==> src/fpsq_pkg.sv <==
// constants, state codes and carriers for the fault protection sequencer
package fpsq_pkg;
    localparam int CLK_NS = 8;
    localparam int OVP_EVENTS = 4;
    localparam int OVP_BLANK_NS = 2000;
    localparam int OVP_BLANK_CYC = (OVP_BLANK_NS + CLK_NS - 1) / CLK_NS;
    localparam int LONG_OFF_NS = 50000;
    localparam int LONG_OFF_CYC = (LONG_OFF_NS + CLK_NS - 1) / CLK_NS;
    localparam int SC_PULSE_NS = 150000;
    localparam int SC_PULSE_CYC = (SC_PULSE_NS + CLK_NS - 1) / CLK_NS;
    localparam int SC_CHARGE_W = 20;
    localparam int SC_REACH_NS = 40000000;
    localparam int SC_REACH_CYC = SC_REACH_NS / CLK_NS;
    localparam int BO_BLANK_NS = 54000000;
    localparam int BO_BLANK_CYC = (BO_BLANK_NS + CLK_NS - 1) / CLK_NS;
    localparam int RECOVER_NS = 1000000000;
    localparam int RECOVER_CYC = RECOVER_NS / CLK_NS;

    localparam logic [7:0] REG_CTRL = 8'h00;
    localparam logic [7:0] REG_STATUS = 8'h04;
    localparam logic [7:0] REG_INTEG = 8'h08;
    localparam int CTRL_SW_DIS_BIT = 0;
    localparam logic CTRL_SW_DIS_RST = 1'h0;
    localparam int STAT_ST_LSB = 0;
    localparam int STAT_BO_BIT = 3;
    localparam int STAT_OVCNT_LSB = 4;
    localparam int STAT_STARTUP_BIT = 7;
    localparam int STAT_GATE_BIT = 8;
    localparam int STAT_CAUSE_LSB = 9;
    localparam logic [1:0] RESP_OKAY = 2'h0;
    localparam logic [1:0] RESP_SLVERR = 2'h2;

    typedef enum logic [2:0] {
        ST_WAIT = 3'h0,
        ST_RUN = 3'h1,
        ST_BROWN = 3'h2,
        ST_FAULT = 3'h3,
        ST_LATCH = 3'h4,
        ST_THERM = 3'h5
    } fpsq_state_t;

    typedef struct packed {
        logic output_overvoltage_check;
        logic line_above_start;
        logic line_below_stop;
        logic zero_cross;
        logic supply_lockout;
        logic supply_below_reset;
        logic supply_at_on;
        logic overtemp;
        logic oc_fault;
    } fpsq_cmp_t;

    typedef struct packed {
        fpsq_cmp_t s1;
        fpsq_cmp_t s2;
        logic gate_d;
        fpsq_state_t st;
        logic [7:0] blank_cnt;
        logic ov_seen;
        logic [2:0] ov_cnt;
        logic [15:0] off_cnt;
        logic long_done;
        logic [15:0] pulse_cnt;
        logic [27:0] integ;
        logic [27:0] bo_cnt;
        logic bo_flag;
        logic [27:0] rec;
        logic [2:0] cause;
        logic sw_dis;
        logic startup_en;
        logic gate_en;
        logic fault_mode;
        logic ontime_en;
        logic awready;
        logic wready;
        logic aw_held;
        logic w_held;
        logic [7:0] awaddr;
        logic [31:0] wdata;
        logic [3:0] wstrb;
        logic bvalid;
        logic [1:0] bresp;
        logic arready;
        logic rvalid;
        logic [31:0] rdata;
        logic [1:0] rresp;
    } fpsq_regs_t;

    localparam fpsq_regs_t REGS_RST = '{
        st: ST_WAIT, sw_dis: CTRL_SW_DIS_RST, startup_en: 1'b1,
        awready: 1'b1, wready: 1'b1, arready: 1'b1, default: '0};
endpackage

==> src/fpsq_core.sv <==
// fault protection sequencer with its register slave
//
// Design decisions made here: the placing of the registers and the AXI4-Lite interface to the registers.
`timescale 1ns/10ps
module fpsq_core import fpsq_pkg::*; #(
    parameter int LONG_OFF_P = LONG_OFF_CYC,
    parameter int SC_PULSE_P = SC_PULSE_CYC,
    parameter int SC_REACH_P = SC_REACH_CYC,
    parameter int BO_BLANK_P = BO_BLANK_CYC,
    parameter int RECOVER_P = RECOVER_CYC,
    parameter bit SHORT_DET_EN = 1'b1,
    parameter bit BROWNOUT_EN = 1'b1,
    parameter bit ONTIME_MOD_EN = 1'b1,
    parameter bit OC_LATCHED = 1'b0
) (
    input logic clk_sys,
    input logic rst,
    input fpsq_cmp_t cmp_in,
    input logic gate_drive,
    output logic gate_en,
    output logic startup_en,
    output logic fault_mode,
    output logic ontime_mod_en,
    input logic [7:0] s_axi_awaddr,
    input logic [2:0] s_axi_awprot,
    input logic s_axi_awvalid,
    output logic s_axi_awready,
    input logic [31:0] s_axi_wdata,
    input logic [3:0] s_axi_wstrb,
    input logic s_axi_wvalid,
    output logic s_axi_wready,
    output logic [1:0] s_axi_bresp,
    output logic s_axi_bvalid,
    input logic s_axi_bready,
    input logic [7:0] s_axi_araddr,
    input logic [2:0] s_axi_arprot,
    input logic s_axi_arvalid,
    output logic s_axi_arready,
    output logic [31:0] s_axi_rdata,
    output logic [1:0] s_axi_rresp,
    output logic s_axi_rvalid,
    input logic s_axi_rready
);
    localparam logic [7:0] BLANK_C = 8'(OVP_BLANK_CYC);
    localparam logic [15:0] LONG_C = 16'(LONG_OFF_P);
    localparam logic [15:0] PULSE_C = 16'(SC_PULSE_P);
    localparam logic [27:0] CHG_C = 28'(SC_CHARGE_W);
    localparam logic [27:0] THR_C = 28'(SC_REACH_P * SC_CHARGE_W);
    localparam logic [27:0] BO_C = 28'(BO_BLANK_P);
    localparam logic [27:0] REC_C = 28'(RECOVER_P);
    localparam logic [2:0] OV_LAST = 3'(OVP_EVENTS - 1);

    fpsq_regs_t q_r;
    fpsq_regs_t q_nxt;
    logic ov_evt;

    always_comb begin
        fpsq_cmp_t c;
        logic off;
        logic long_evt;
        logic ov_trip;
        logic short_trip;
        logic line_ok;
        logic [31:0] stat;
        c = q_r.s2;
        off = !gate_drive;
        long_evt = 1'b0;
        ov_trip = 1'b0;
        short_trip = 1'b0;
        line_ok = 1'b0;
        stat = '0;
        q_nxt = q_r;
        // second stage only is read: first stage may be metastable
        q_nxt.s1 = cmp_in;
        q_nxt.s2 = q_r.s1;
        q_nxt.gate_d = gate_drive;

        // off-period timing and overvoltage sampling
        if (!off) begin
            q_nxt.blank_cnt = '0;
            q_nxt.ov_seen = 1'b0;
            q_nxt.off_cnt = '0;
            q_nxt.long_done = 1'b0;
        end else begin
            if (q_r.blank_cnt != BLANK_C) begin
                q_nxt.blank_cnt = q_r.blank_cnt + 8'h01;
            end
            if (q_r.off_cnt != LONG_C) begin
                q_nxt.off_cnt = q_r.off_cnt + 16'h0001;
            end
        end
        ov_evt = off && q_r.st == ST_RUN && q_r.blank_cnt == BLANK_C
            && c.output_overvoltage_check && !q_r.ov_seen;
        if (ov_evt) begin
            q_nxt.ov_seen = 1'b1;
            q_nxt.ov_cnt = q_r.ov_cnt + 3'h1;
            ov_trip = q_r.ov_cnt == OV_LAST;
        end
        if (gate_drive && !q_r.gate_d && !q_r.ov_seen) begin
            q_nxt.ov_cnt = '0;
        end

        // long off-time and short-circuit integrator
        long_evt = off && q_r.off_cnt == LONG_C && !q_r.long_done;
        if (long_evt) begin
            q_nxt.long_done = 1'b1;
            q_nxt.pulse_cnt = PULSE_C;
        end else if (q_r.pulse_cnt != '0) begin
            q_nxt.pulse_cnt = q_r.pulse_cnt - 16'h0001;
        end
        if (q_r.st != ST_RUN) begin
            q_nxt.integ = '0;
        end else if (q_r.pulse_cnt != '0) begin
            // saturates so that a long stream cannot wrap
            q_nxt.integ = (q_r.integ >= THR_C - CHG_C) ? THR_C
                : q_r.integ + CHG_C;
        end else if (q_r.integ != '0) begin
            q_nxt.integ = q_r.integ - 28'h1;
        end
        short_trip = SHORT_DET_EN && q_r.st == ST_RUN
            && q_r.integ >= THR_C;

        // brown-out flag; set wins over a clear in the same cycle
        if (BROWNOUT_EN) begin
            if (!c.line_below_stop) begin
                q_nxt.bo_cnt = '0;
            end else if (q_r.bo_cnt != BO_C) begin
                q_nxt.bo_cnt = q_r.bo_cnt + 28'h1;
            end
            if (c.line_above_start) begin
                q_nxt.bo_flag = 1'b0;
            end
            if (c.line_below_stop && q_r.bo_cnt == BO_C) begin
                q_nxt.bo_flag = 1'b1;
            end
        end
        line_ok = !BROWNOUT_EN || c.line_above_start;

        case (q_r.st)
            ST_WAIT: begin
                if (c.supply_at_on && !c.supply_lockout && line_ok) begin
                    q_nxt.st = ST_RUN;
                end
            end
            ST_RUN: begin
                if (c.supply_lockout || short_trip || ov_trip
                    || (c.oc_fault && !OC_LATCHED)) begin
                    q_nxt.st = ST_FAULT;
                    q_nxt.rec = '0;
                    q_nxt.cause = {c.supply_lockout || c.oc_fault,
                        short_trip, ov_trip};
                end else if (c.oc_fault) begin
                    q_nxt.st = ST_LATCH;
                    q_nxt.cause = 3'h4;
                end else if (q_r.bo_flag && c.zero_cross) begin
                    q_nxt.st = ST_BROWN;
                end
            end
            ST_BROWN: begin
                if (c.line_above_start) begin
                    q_nxt.st = ST_WAIT;
                end
            end
            ST_FAULT: begin
                q_nxt.rec = q_r.rec + 28'h1;
                if (q_r.rec == REC_C - 28'h1) begin
                    q_nxt.st = ST_WAIT;
                end
            end
            ST_LATCH: begin
                // latched handling leaves as soon as the supply falls below reset
                if (c.supply_below_reset) begin
                    q_nxt.st = ST_WAIT;
                end
            end
            ST_THERM: begin
                if (c.supply_below_reset) begin
                    q_nxt.startup_en = 1'b1;
                end
                if (c.supply_at_on && q_r.startup_en) begin
                    q_nxt.startup_en = 1'b0;
                    if (!c.overtemp) begin
                        q_nxt.st = ST_WAIT;
                    end
                end
            end
            default: begin
                q_nxt.st = ST_WAIT;
            end
        endcase
        if (c.overtemp && q_r.st != ST_THERM) begin
            q_nxt.st = ST_THERM;
            q_nxt.startup_en = 1'b0;
            q_nxt.cause = 3'h0;
        end
        if (q_nxt.st != ST_THERM) begin
            q_nxt.startup_en = 1'b1;
        end
        if (q_nxt.st != ST_RUN) begin
            q_nxt.ov_cnt = '0;
        end
        q_nxt.gate_en = q_nxt.st == ST_RUN && !q_r.sw_dis;
        q_nxt.fault_mode = q_nxt.st == ST_FAULT || q_nxt.st == ST_LATCH
            || q_nxt.st == ST_THERM;
        q_nxt.ontime_en = ONTIME_MOD_EN;

        // register slave, write side
        if (s_axi_awvalid && q_r.awready) begin
            q_nxt.awaddr = s_axi_awaddr;
            q_nxt.aw_held = 1'b1;
            q_nxt.awready = 1'b0;
        end
        if (s_axi_wvalid && q_r.wready) begin
            q_nxt.wdata = s_axi_wdata;
            q_nxt.wstrb = s_axi_wstrb;
            q_nxt.w_held = 1'b1;
            q_nxt.wready = 1'b0;
        end
        if (q_r.aw_held && q_r.w_held && !q_r.bvalid) begin
            q_nxt.aw_held = 1'b0;
            q_nxt.w_held = 1'b0;
            q_nxt.bvalid = 1'b1;
            q_nxt.bresp = RESP_OKAY;
            case ({q_r.awaddr[7:2], 2'b00})
                REG_CTRL: begin
                    if (q_r.wstrb[0]) begin
                        q_nxt.sw_dis = q_r.wdata[CTRL_SW_DIS_BIT];
                    end
                end
                REG_STATUS, REG_INTEG: begin
                    q_nxt.bresp = RESP_OKAY;
                end
                default: begin
                    q_nxt.bresp = RESP_SLVERR;
                end
            endcase
        end
        if (q_r.bvalid && s_axi_bready) begin
            q_nxt.bvalid = 1'b0;
            q_nxt.awready = 1'b1;
            q_nxt.wready = 1'b1;
        end

        // register slave, read side
        stat[STAT_ST_LSB +: 3] = q_r.st;
        stat[STAT_BO_BIT] = q_r.bo_flag;
        stat[STAT_OVCNT_LSB +: 3] = q_r.ov_cnt;
        stat[STAT_STARTUP_BIT] = q_r.startup_en;
        stat[STAT_GATE_BIT] = q_r.gate_en;
        stat[STAT_CAUSE_LSB +: 3] = q_r.cause;
        if (s_axi_arvalid && q_r.arready) begin
            q_nxt.arready = 1'b0;
            q_nxt.rvalid = 1'b1;
            q_nxt.rresp = RESP_OKAY;
            case ({s_axi_araddr[7:2], 2'b00})
                REG_CTRL: begin
                    q_nxt.rdata = {31'h0, q_r.sw_dis};
                end
                REG_STATUS: begin
                    q_nxt.rdata = stat;
                end
                REG_INTEG: begin
                    q_nxt.rdata = {4'h0, q_r.integ};
                end
                default: begin
                    q_nxt.rdata = '0;
                    q_nxt.rresp = RESP_SLVERR;
                end
            endcase
        end
        if (q_r.rvalid && s_axi_rready) begin
            q_nxt.rvalid = 1'b0;
            q_nxt.arready = 1'b1;
        end
    end

    always_ff @(posedge clk_sys or posedge rst) begin
        if (rst) begin
            q_r <= REGS_RST;
        end else begin
            q_r <= q_nxt;
        end
    end

    assign gate_en = q_r.gate_en;
    assign startup_en = q_r.startup_en;
    assign fault_mode = q_r.fault_mode;
    assign ontime_mod_en = q_r.ontime_en;
    assign s_axi_awready = q_r.awready;
    assign s_axi_wready = q_r.wready;
    assign s_axi_bvalid = q_r.bvalid;
    assign s_axi_bresp = q_r.bresp;
    assign s_axi_arready = q_r.arready;
    assign s_axi_rvalid = q_r.rvalid;
    assign s_axi_rdata = q_r.rdata;
    assign s_axi_rresp = q_r.rresp;
endmodule // fpsq_core

==> config.mk <==
export PLATFORM = sky130hd
export DESIGN_NAME = fpsq_core
export DESIGN_NICKNAME = d
export VERILOG_FILES = /design/src/fpsq_pkg.sv /design/src/fpsq_core.sv
export SDC_FILE = /design/constraint.sdc
export NUM_CORES = 1
export LEC_CHECK = 0
export ABC_AREA = 1
export BUFFER_PORTS_ARGS = -buffer_cell sky130_fd_sc_hd__buf_2
export CAP_MARGIN = 30
export CORE_MARGIN = 4
export CORE_UTILIZATION = 42
export CTS_CLUSTER_DIAMETER = 100
export DETAILED_ROUTE_END_ITERATION = 10
export GPL_ROUTABILITY_DRIVEN = 0
export HOLD_SLACK_MARGIN = 0.15
export PLACE_DENSITY = 0.59
export SYNTH_ARGS = -nofsm -noshare
export SYNTH_HDL_FRONTEND = slang
export SYNTH_SLANG_ARGS = --single-unit
export TNS_END_PERCENT = 50
==> constraint.sdc <==
create_clock -name clk_sys -period 15.1 [get_ports clk_sys]
set_clock_uncertainty 0.15 [all_clocks]
set_input_delay 3.02 -clock clk_sys [delete_from_list [all_inputs] [get_ports clk_sys]]
set_output_delay 3.02 -clock clk_sys [all_outputs]
set_load 0.02 [all_outputs]
==> results of run 1 <==
## critical path, stage by stage
cell,delay [ns]
buf_2,0.19
inv_1,0.51
nand3_1,0.25
nor2_4,0.20
a21oi_1,0.08
nand2_1,0.11
nand2_4,0.20
nand2_1,0.30
a22oi_1,0.13
## final cells by class
class                   count  area share, %
well taps                 341          3.365
flip-flops and latches    205          40.50
repair buffers             73          3.119
multi-input cells        1006          40.38
clock buffers              28          5.092
inverters                 193          5.773
clock inverters            16          1.767
## cell usage after synthesis (10+ instances only)
library cell  number  share of area, %
a21oi_1           58               2.5
buf_4             38               2.5
clkbuf_1          15              0.49
dfrtp_1          201                44
ha_1              15               1.6
inv_1            182               6.0
inv_2             10              0.33
nand2_1          296               9.7
nand3_1          102               4.5
nand4_1           46               2.5
nor2_1           176               5.8
nor2_2            12              0.66
nor3_1            46               2.0
nor4_1            15              0.82
o21ai_0           88               3.9
o22ai_1           12              0.66
o31ai_1           19               1.3
xor2_1            36               2.8
## path summary, 6_finish.rpt
kind,startpoint,end,slack [ns],cells past startpoint
setup / recovery,gate_drive,q_r[104],10.34,9
hold / removal,q_nxt[233],q_r[233],0.20,0
setup reg to reg,q_r[180],q_r[168],12.10,11
hold reg to reg,q_nxt[233],q_r[233],0.20,0
max in group asynchronous,rst,s_axi_rdata[25],10.90,4
min in group asynchronous,rst,q_nxt[235],2.25,2
## power groups by stage
| stage | registers (mW) | clock network (mW) | logic (mW) |
|---|---|---|---|
| after CTS | 0.626 | 0.640 | 0.349 |
| after floorplan | 0.638 | 0 | 0.258 |
| after global placement | 0.634 | 0 | 0.343 |
| final | 0.626 | 0.624 | 0.347 |
| after detailed placement | 0.635 | 0 | 0.347 |
| after global routing | 0.632 | 0.665 | 0.390 |
## metrics by stage
stage / hold WS [ns] / instance area (um^2) / worst slack [ns]
after detailed placement: 0.1847 / 11780 / 9.769
after CTS: 0.1949 / 12650 / 10.34
after global placement: 0.1828 / 11780 / 9.804
final: 0.1952 / 12680 / 10.34
after global routing: 0.1978 / 12680 / 10.11
after floorplan: 0.1812 / 11420 / 6.341
## logic make-up (layout without fill, tap and decap cells)
group / after synthesis / in the layout / share of synthesized area (%)
simple gates: 736 / 736 / 29.68
buf+inv: 260 / 310 / 10.19
compound gates: 209 / 209 / 10.36
flops: 205 / 205 / 45.05
xor+xnor: 39 / 39 / 2.997
fa+ha+maj: 15 / 15 / 1.647
other cells: 2 / 7 / 0.06589
## layer usage
| layer | GRT usage (%) | vias to the layer above | routed length (um) |
|---|---|---|---|
| li1 | - | 4854 | - |
| met1 | 24.25 | 4523 | 12580 |
| met2 | 29.87 | 184 | 12460 |
| met3 | 2.558 | 49 | 1071 |
| met4 | 4.889 | 0 | 778 |
| met5 | 0 | - | 0 |
==> flow_summary.ini, run 1 <==
[status]
outcome = completed

[grt]
grt_max_degree = 141
grt_pass1_vias = 9337
overflow = 0
grt_antenna_before_repair = 0
grt_usage_pct = 17.78
grt_pass1_wl_um = 45670

[yosys]
syn_inst = 1466
ys_types = 53
syn-cell-area_um2 = 11400
syn_area_per_cell_um2 = 7.774
async_reset_ff_share_pct = 100.0
synthFlopType = dfrtp_1
synth_edf_count = 0
synth-seq-cells = 205
ys_seq_area_share_pct = 45.05
ys_warn_count = 0

[power]
design_power_total_mw = 1.596
p_leak_nw = 6.116
pwr-share-seq_pct = 39.2
peakVddDrop_v = 0.00008755
switching_share_pct = 32.71
powerDensity_nw_per_um2 = 125.9
p_sw_mw = 0.5221
p_int_mw = 1.074
clkPwrFrac_pct = 39.1
combPwrFrac_pct = 21.7

[setup_path]
path_max_fanout = 26
critPathArrivalTime_ns = 5.00
start_kind = primary input
setup.worst_path.class = primary input to flip-flop
setup.worst_path.end_class = flip-flop
crit_required_ns = 15.34

[final_layout]
regArea_um2 = 5135
final_common_cell = nand2_1
diodes = 0
fillers = 2659
drive_gt1_share_pct = 11.97
multi_input_area_um2 = 5120
syn_to_final_growth_pct = 11.24
final_util_pct = 47.31
final_cell_count_no_fill = 1862
largest_reg_flops = 157
final_cell_mix = nand2_1 (296), dfrtp_1 (201), inv_1 (181), nor2_1 (176), nand3_1 (102)
regMostFlops = q_r
nets = 1593

[cts]
cts_tree = yes
post_cts_buffers = 0
cts-root-buf = clkbuf_16
cts_resized = 0
cts_buffer_depth = 3
clock-sinks = 205
cts.hold.buffers_added = 0
clk_latency_ns = 0.53
cts_buffers = 24
cts-htree-levels = 1
clk_pin_slew_ns = 0.06

[place]
dpl.hpwl_um = 19210
io_buffers = 69
dp_cells = 1817

[drt]
wl_um = 26900
drc = 0
via_per_inst = 5.161
wl_per_cell_um = 14.45
vias = 9610
drt-initial-drc-count = 725
dr.pass1.iters = 5
ant_nets = 0

[timing]
timing.fmax_mhz = 210.2
worst_pin_slew_ns = 0.8406
setup_tns_ns = 0
grt_setup_unrepaired = no
slew_violations = 0
post-route-period-util_pct = 31.50
period_minus_slack_ns = 4.756
hold_violations = 0
setup_violations = 0
maxSlewHeadroom_pct = 43.96

[die]
design.core.area_um2 = 26800
fp-row-count = 60
start_util_pct = 42.53
pin_count = 120
dieWidth_um = 172.7
die_h_um = 172.7
die_area_um2 = 29840

[job]
cap_violations = 0

[hold_path]
worst_hold_path_type = flip-flop to flip-flop
Power figures use the tool's default switching activity.
==> run 2, diff against run 1 <==
==> constraint.sdc (replaced) <==
create_clock -name clk_sys -period 4.54 [get_ports clk_sys]
set_clock_uncertainty 0.15 [all_clocks]
set_input_delay 0.908 -clock clk_sys [delete_from_list [all_inputs] [get_ports clk_sys]]
set_output_delay 0.908 -clock clk_sys [all_outputs]
set_load 0.02 [all_outputs]
==> run 2 against run 1 <==
  * Largest cell class unchanged
  * Critical path depth increased by 2
  * Sequential power increased to 3.3 times the previous value
  * Clock-buffer cell count increased by 2
  * Clock power increased to 3.5 times the previous value
  * Highest routed layer unchanged
  * Worst setup slack got worse by 8.8 ns
  * Combinational power increased to 3.3 times the previous value
==> flow_summary.ini, run 2 (synthesis gave the netlist of run 1 again) <==
[place]
io_buffers = 69
placed_area_um2 = 11820
dpl.hpwl_um = 19580
dp_slack_ns = 1.347
dp_cells = 1819

[die]
start_util_pct = 42.53
die_area_um2 = 29840
die_h_um = 172.7
dieWidth_um = 172.7
fp-row-count = 60
design.core.area_um2 = 26800
pin_count = 120

[timing]
hold_violations = 0
setup_slack_ns = 1.580
grt_setup_unrepaired = no
post-route-period-util_pct = 65.21
timing.fmax_mhz = 337.8
worst_pin_slew_ns = 0.7637
setup_violations = 0
maxSlewHeadroom_pct = 48.98
period_minus_slack_ns = 2.960
hold-worst-slack_ns = 0.1974
setup_tns_ns = 0
slew_violations = 0

[setup_path]
start_kind = flip-flop
path_max_fanout = 20
setup.worst_path.class = flip-flop to flip-flop
cpPeakStageDelay_ns = 0.49
crit_buf_inv = 4
worstPathCellList = inv_1, ha_1, inv_1, nor3_4, nand4_4, inv_2, nand3b_4, nand2_4, inv_2, o21ai_0, nor2_1
critPathArrivalTime_ns = 3.21
crit_required_ns = 4.79
setup.worst_path.end_class = flip-flop
crit_slowest_cell = inv_2
crit_family = simple AND/OR/NAND/NOR gates

[final_layout]
nets = 1594
largest_reg_flops = 157
drive_gt1_share_pct = 12.02
final_cell_mix = nand2_1 (296), dfrtp_1 (201), inv_1 (181), nor2_1 (176), nand3_1 (102)
multi_input_area_um2 = 5120
final_util_pct = 47.48
regArea_um2 = 5135
final_cell_count_no_fill = 1863
syn_to_final_growth_pct = 11.66
regMostFlops = q_r
diodes = 0
final_area_um2 = 12730
final_common_cell = nand2_1
fillers = 2686

[cts]
clk_pin_slew_ns = 0.06
cts_buffer_depth = 3
cts-root-buf = clkbuf_16
cts-htree-levels = 1
cts_tree = yes
clk_latency_ns = 0.52
cts_buffers = 24
cts_resized = 0
clock-sinks = 205
cts.hold.buffers_added = 0
post_cts_buffers = 0

[grt]
grt_max_degree = 72
grt_pass1_vias = 9388
grt_antenna_before_repair = 0
overflow = 0
grt_usage_pct = 17.92
grt_pass1_wl_um = 45950

[drt]
vias = 9571
wl_um = 26870
wl_per_cell_um = 14.42
dr.pass1.iters = 5
via_per_inst = 5.137
drc = 0
ant_nets = 0
drt-initial-drc-count = 704

[status]
outcome = completed

[hold_path]
worst_hold_path_type = flip-flop to flip-flop

[power]
p_leak_nw = 6.149
powerDensity_nw_per_um2 = 425.1
peakVddDrop_v = 0.0003260
design_power_total_mw = 5.410

[job]
cap_violations = 0
-- run 2: path summary, 6_finish.rpt --
kind                               to  startpoint  slack (ns)  cells after the start
setup / recovery             q_r[168]    q_r[180]        1.58                     11
hold / removal               q_r[229]  q_nxt[229]        0.20                      0
setup reg to reg             q_r[168]    q_r[180]        1.58                     11
hold reg to reg              q_r[229]  q_nxt[229]        0.20                      0
max in group asynchronous    q_r[210]         rst        2.88                      3
min in group asynchronous  q_nxt[232]         rst        0.38                      2
-- run 2: layout make-up --
type / instances / area share, %
Sequential cell: 205 / 40.35
Multi-Input combinational cell: 1006 / 40.23
Inverter: 193 / 5.722
Clock buffer: 30 / 5.290
Tap cell: 341 / 3.353
Timing Repair Buffer: 74 / 3.205
Clock inverter: 14 / 1.848
-- run 2: layer usage --
metal / vias up / share of wire (%) / global-route usage [%]
li1: 4859 / - / -
met1: 4497 / 47 / 24.43
met2: 164 / 46 / 30.01
met3: 51 / 3.6 / 2.624
met4: 0 / 2.9 / 5.088
met5: - / 0 / 0
-- run 2: where the power goes --
group | internal, mW | switching, mW | leakage [nW]
clock network | 1.39 | 0.785 | 0.452
logic | 0.337 | 0.815 | 2.97
registers | 1.97 | 0.106 | 2.73
total | 3.70 | 1.71 | 6.15
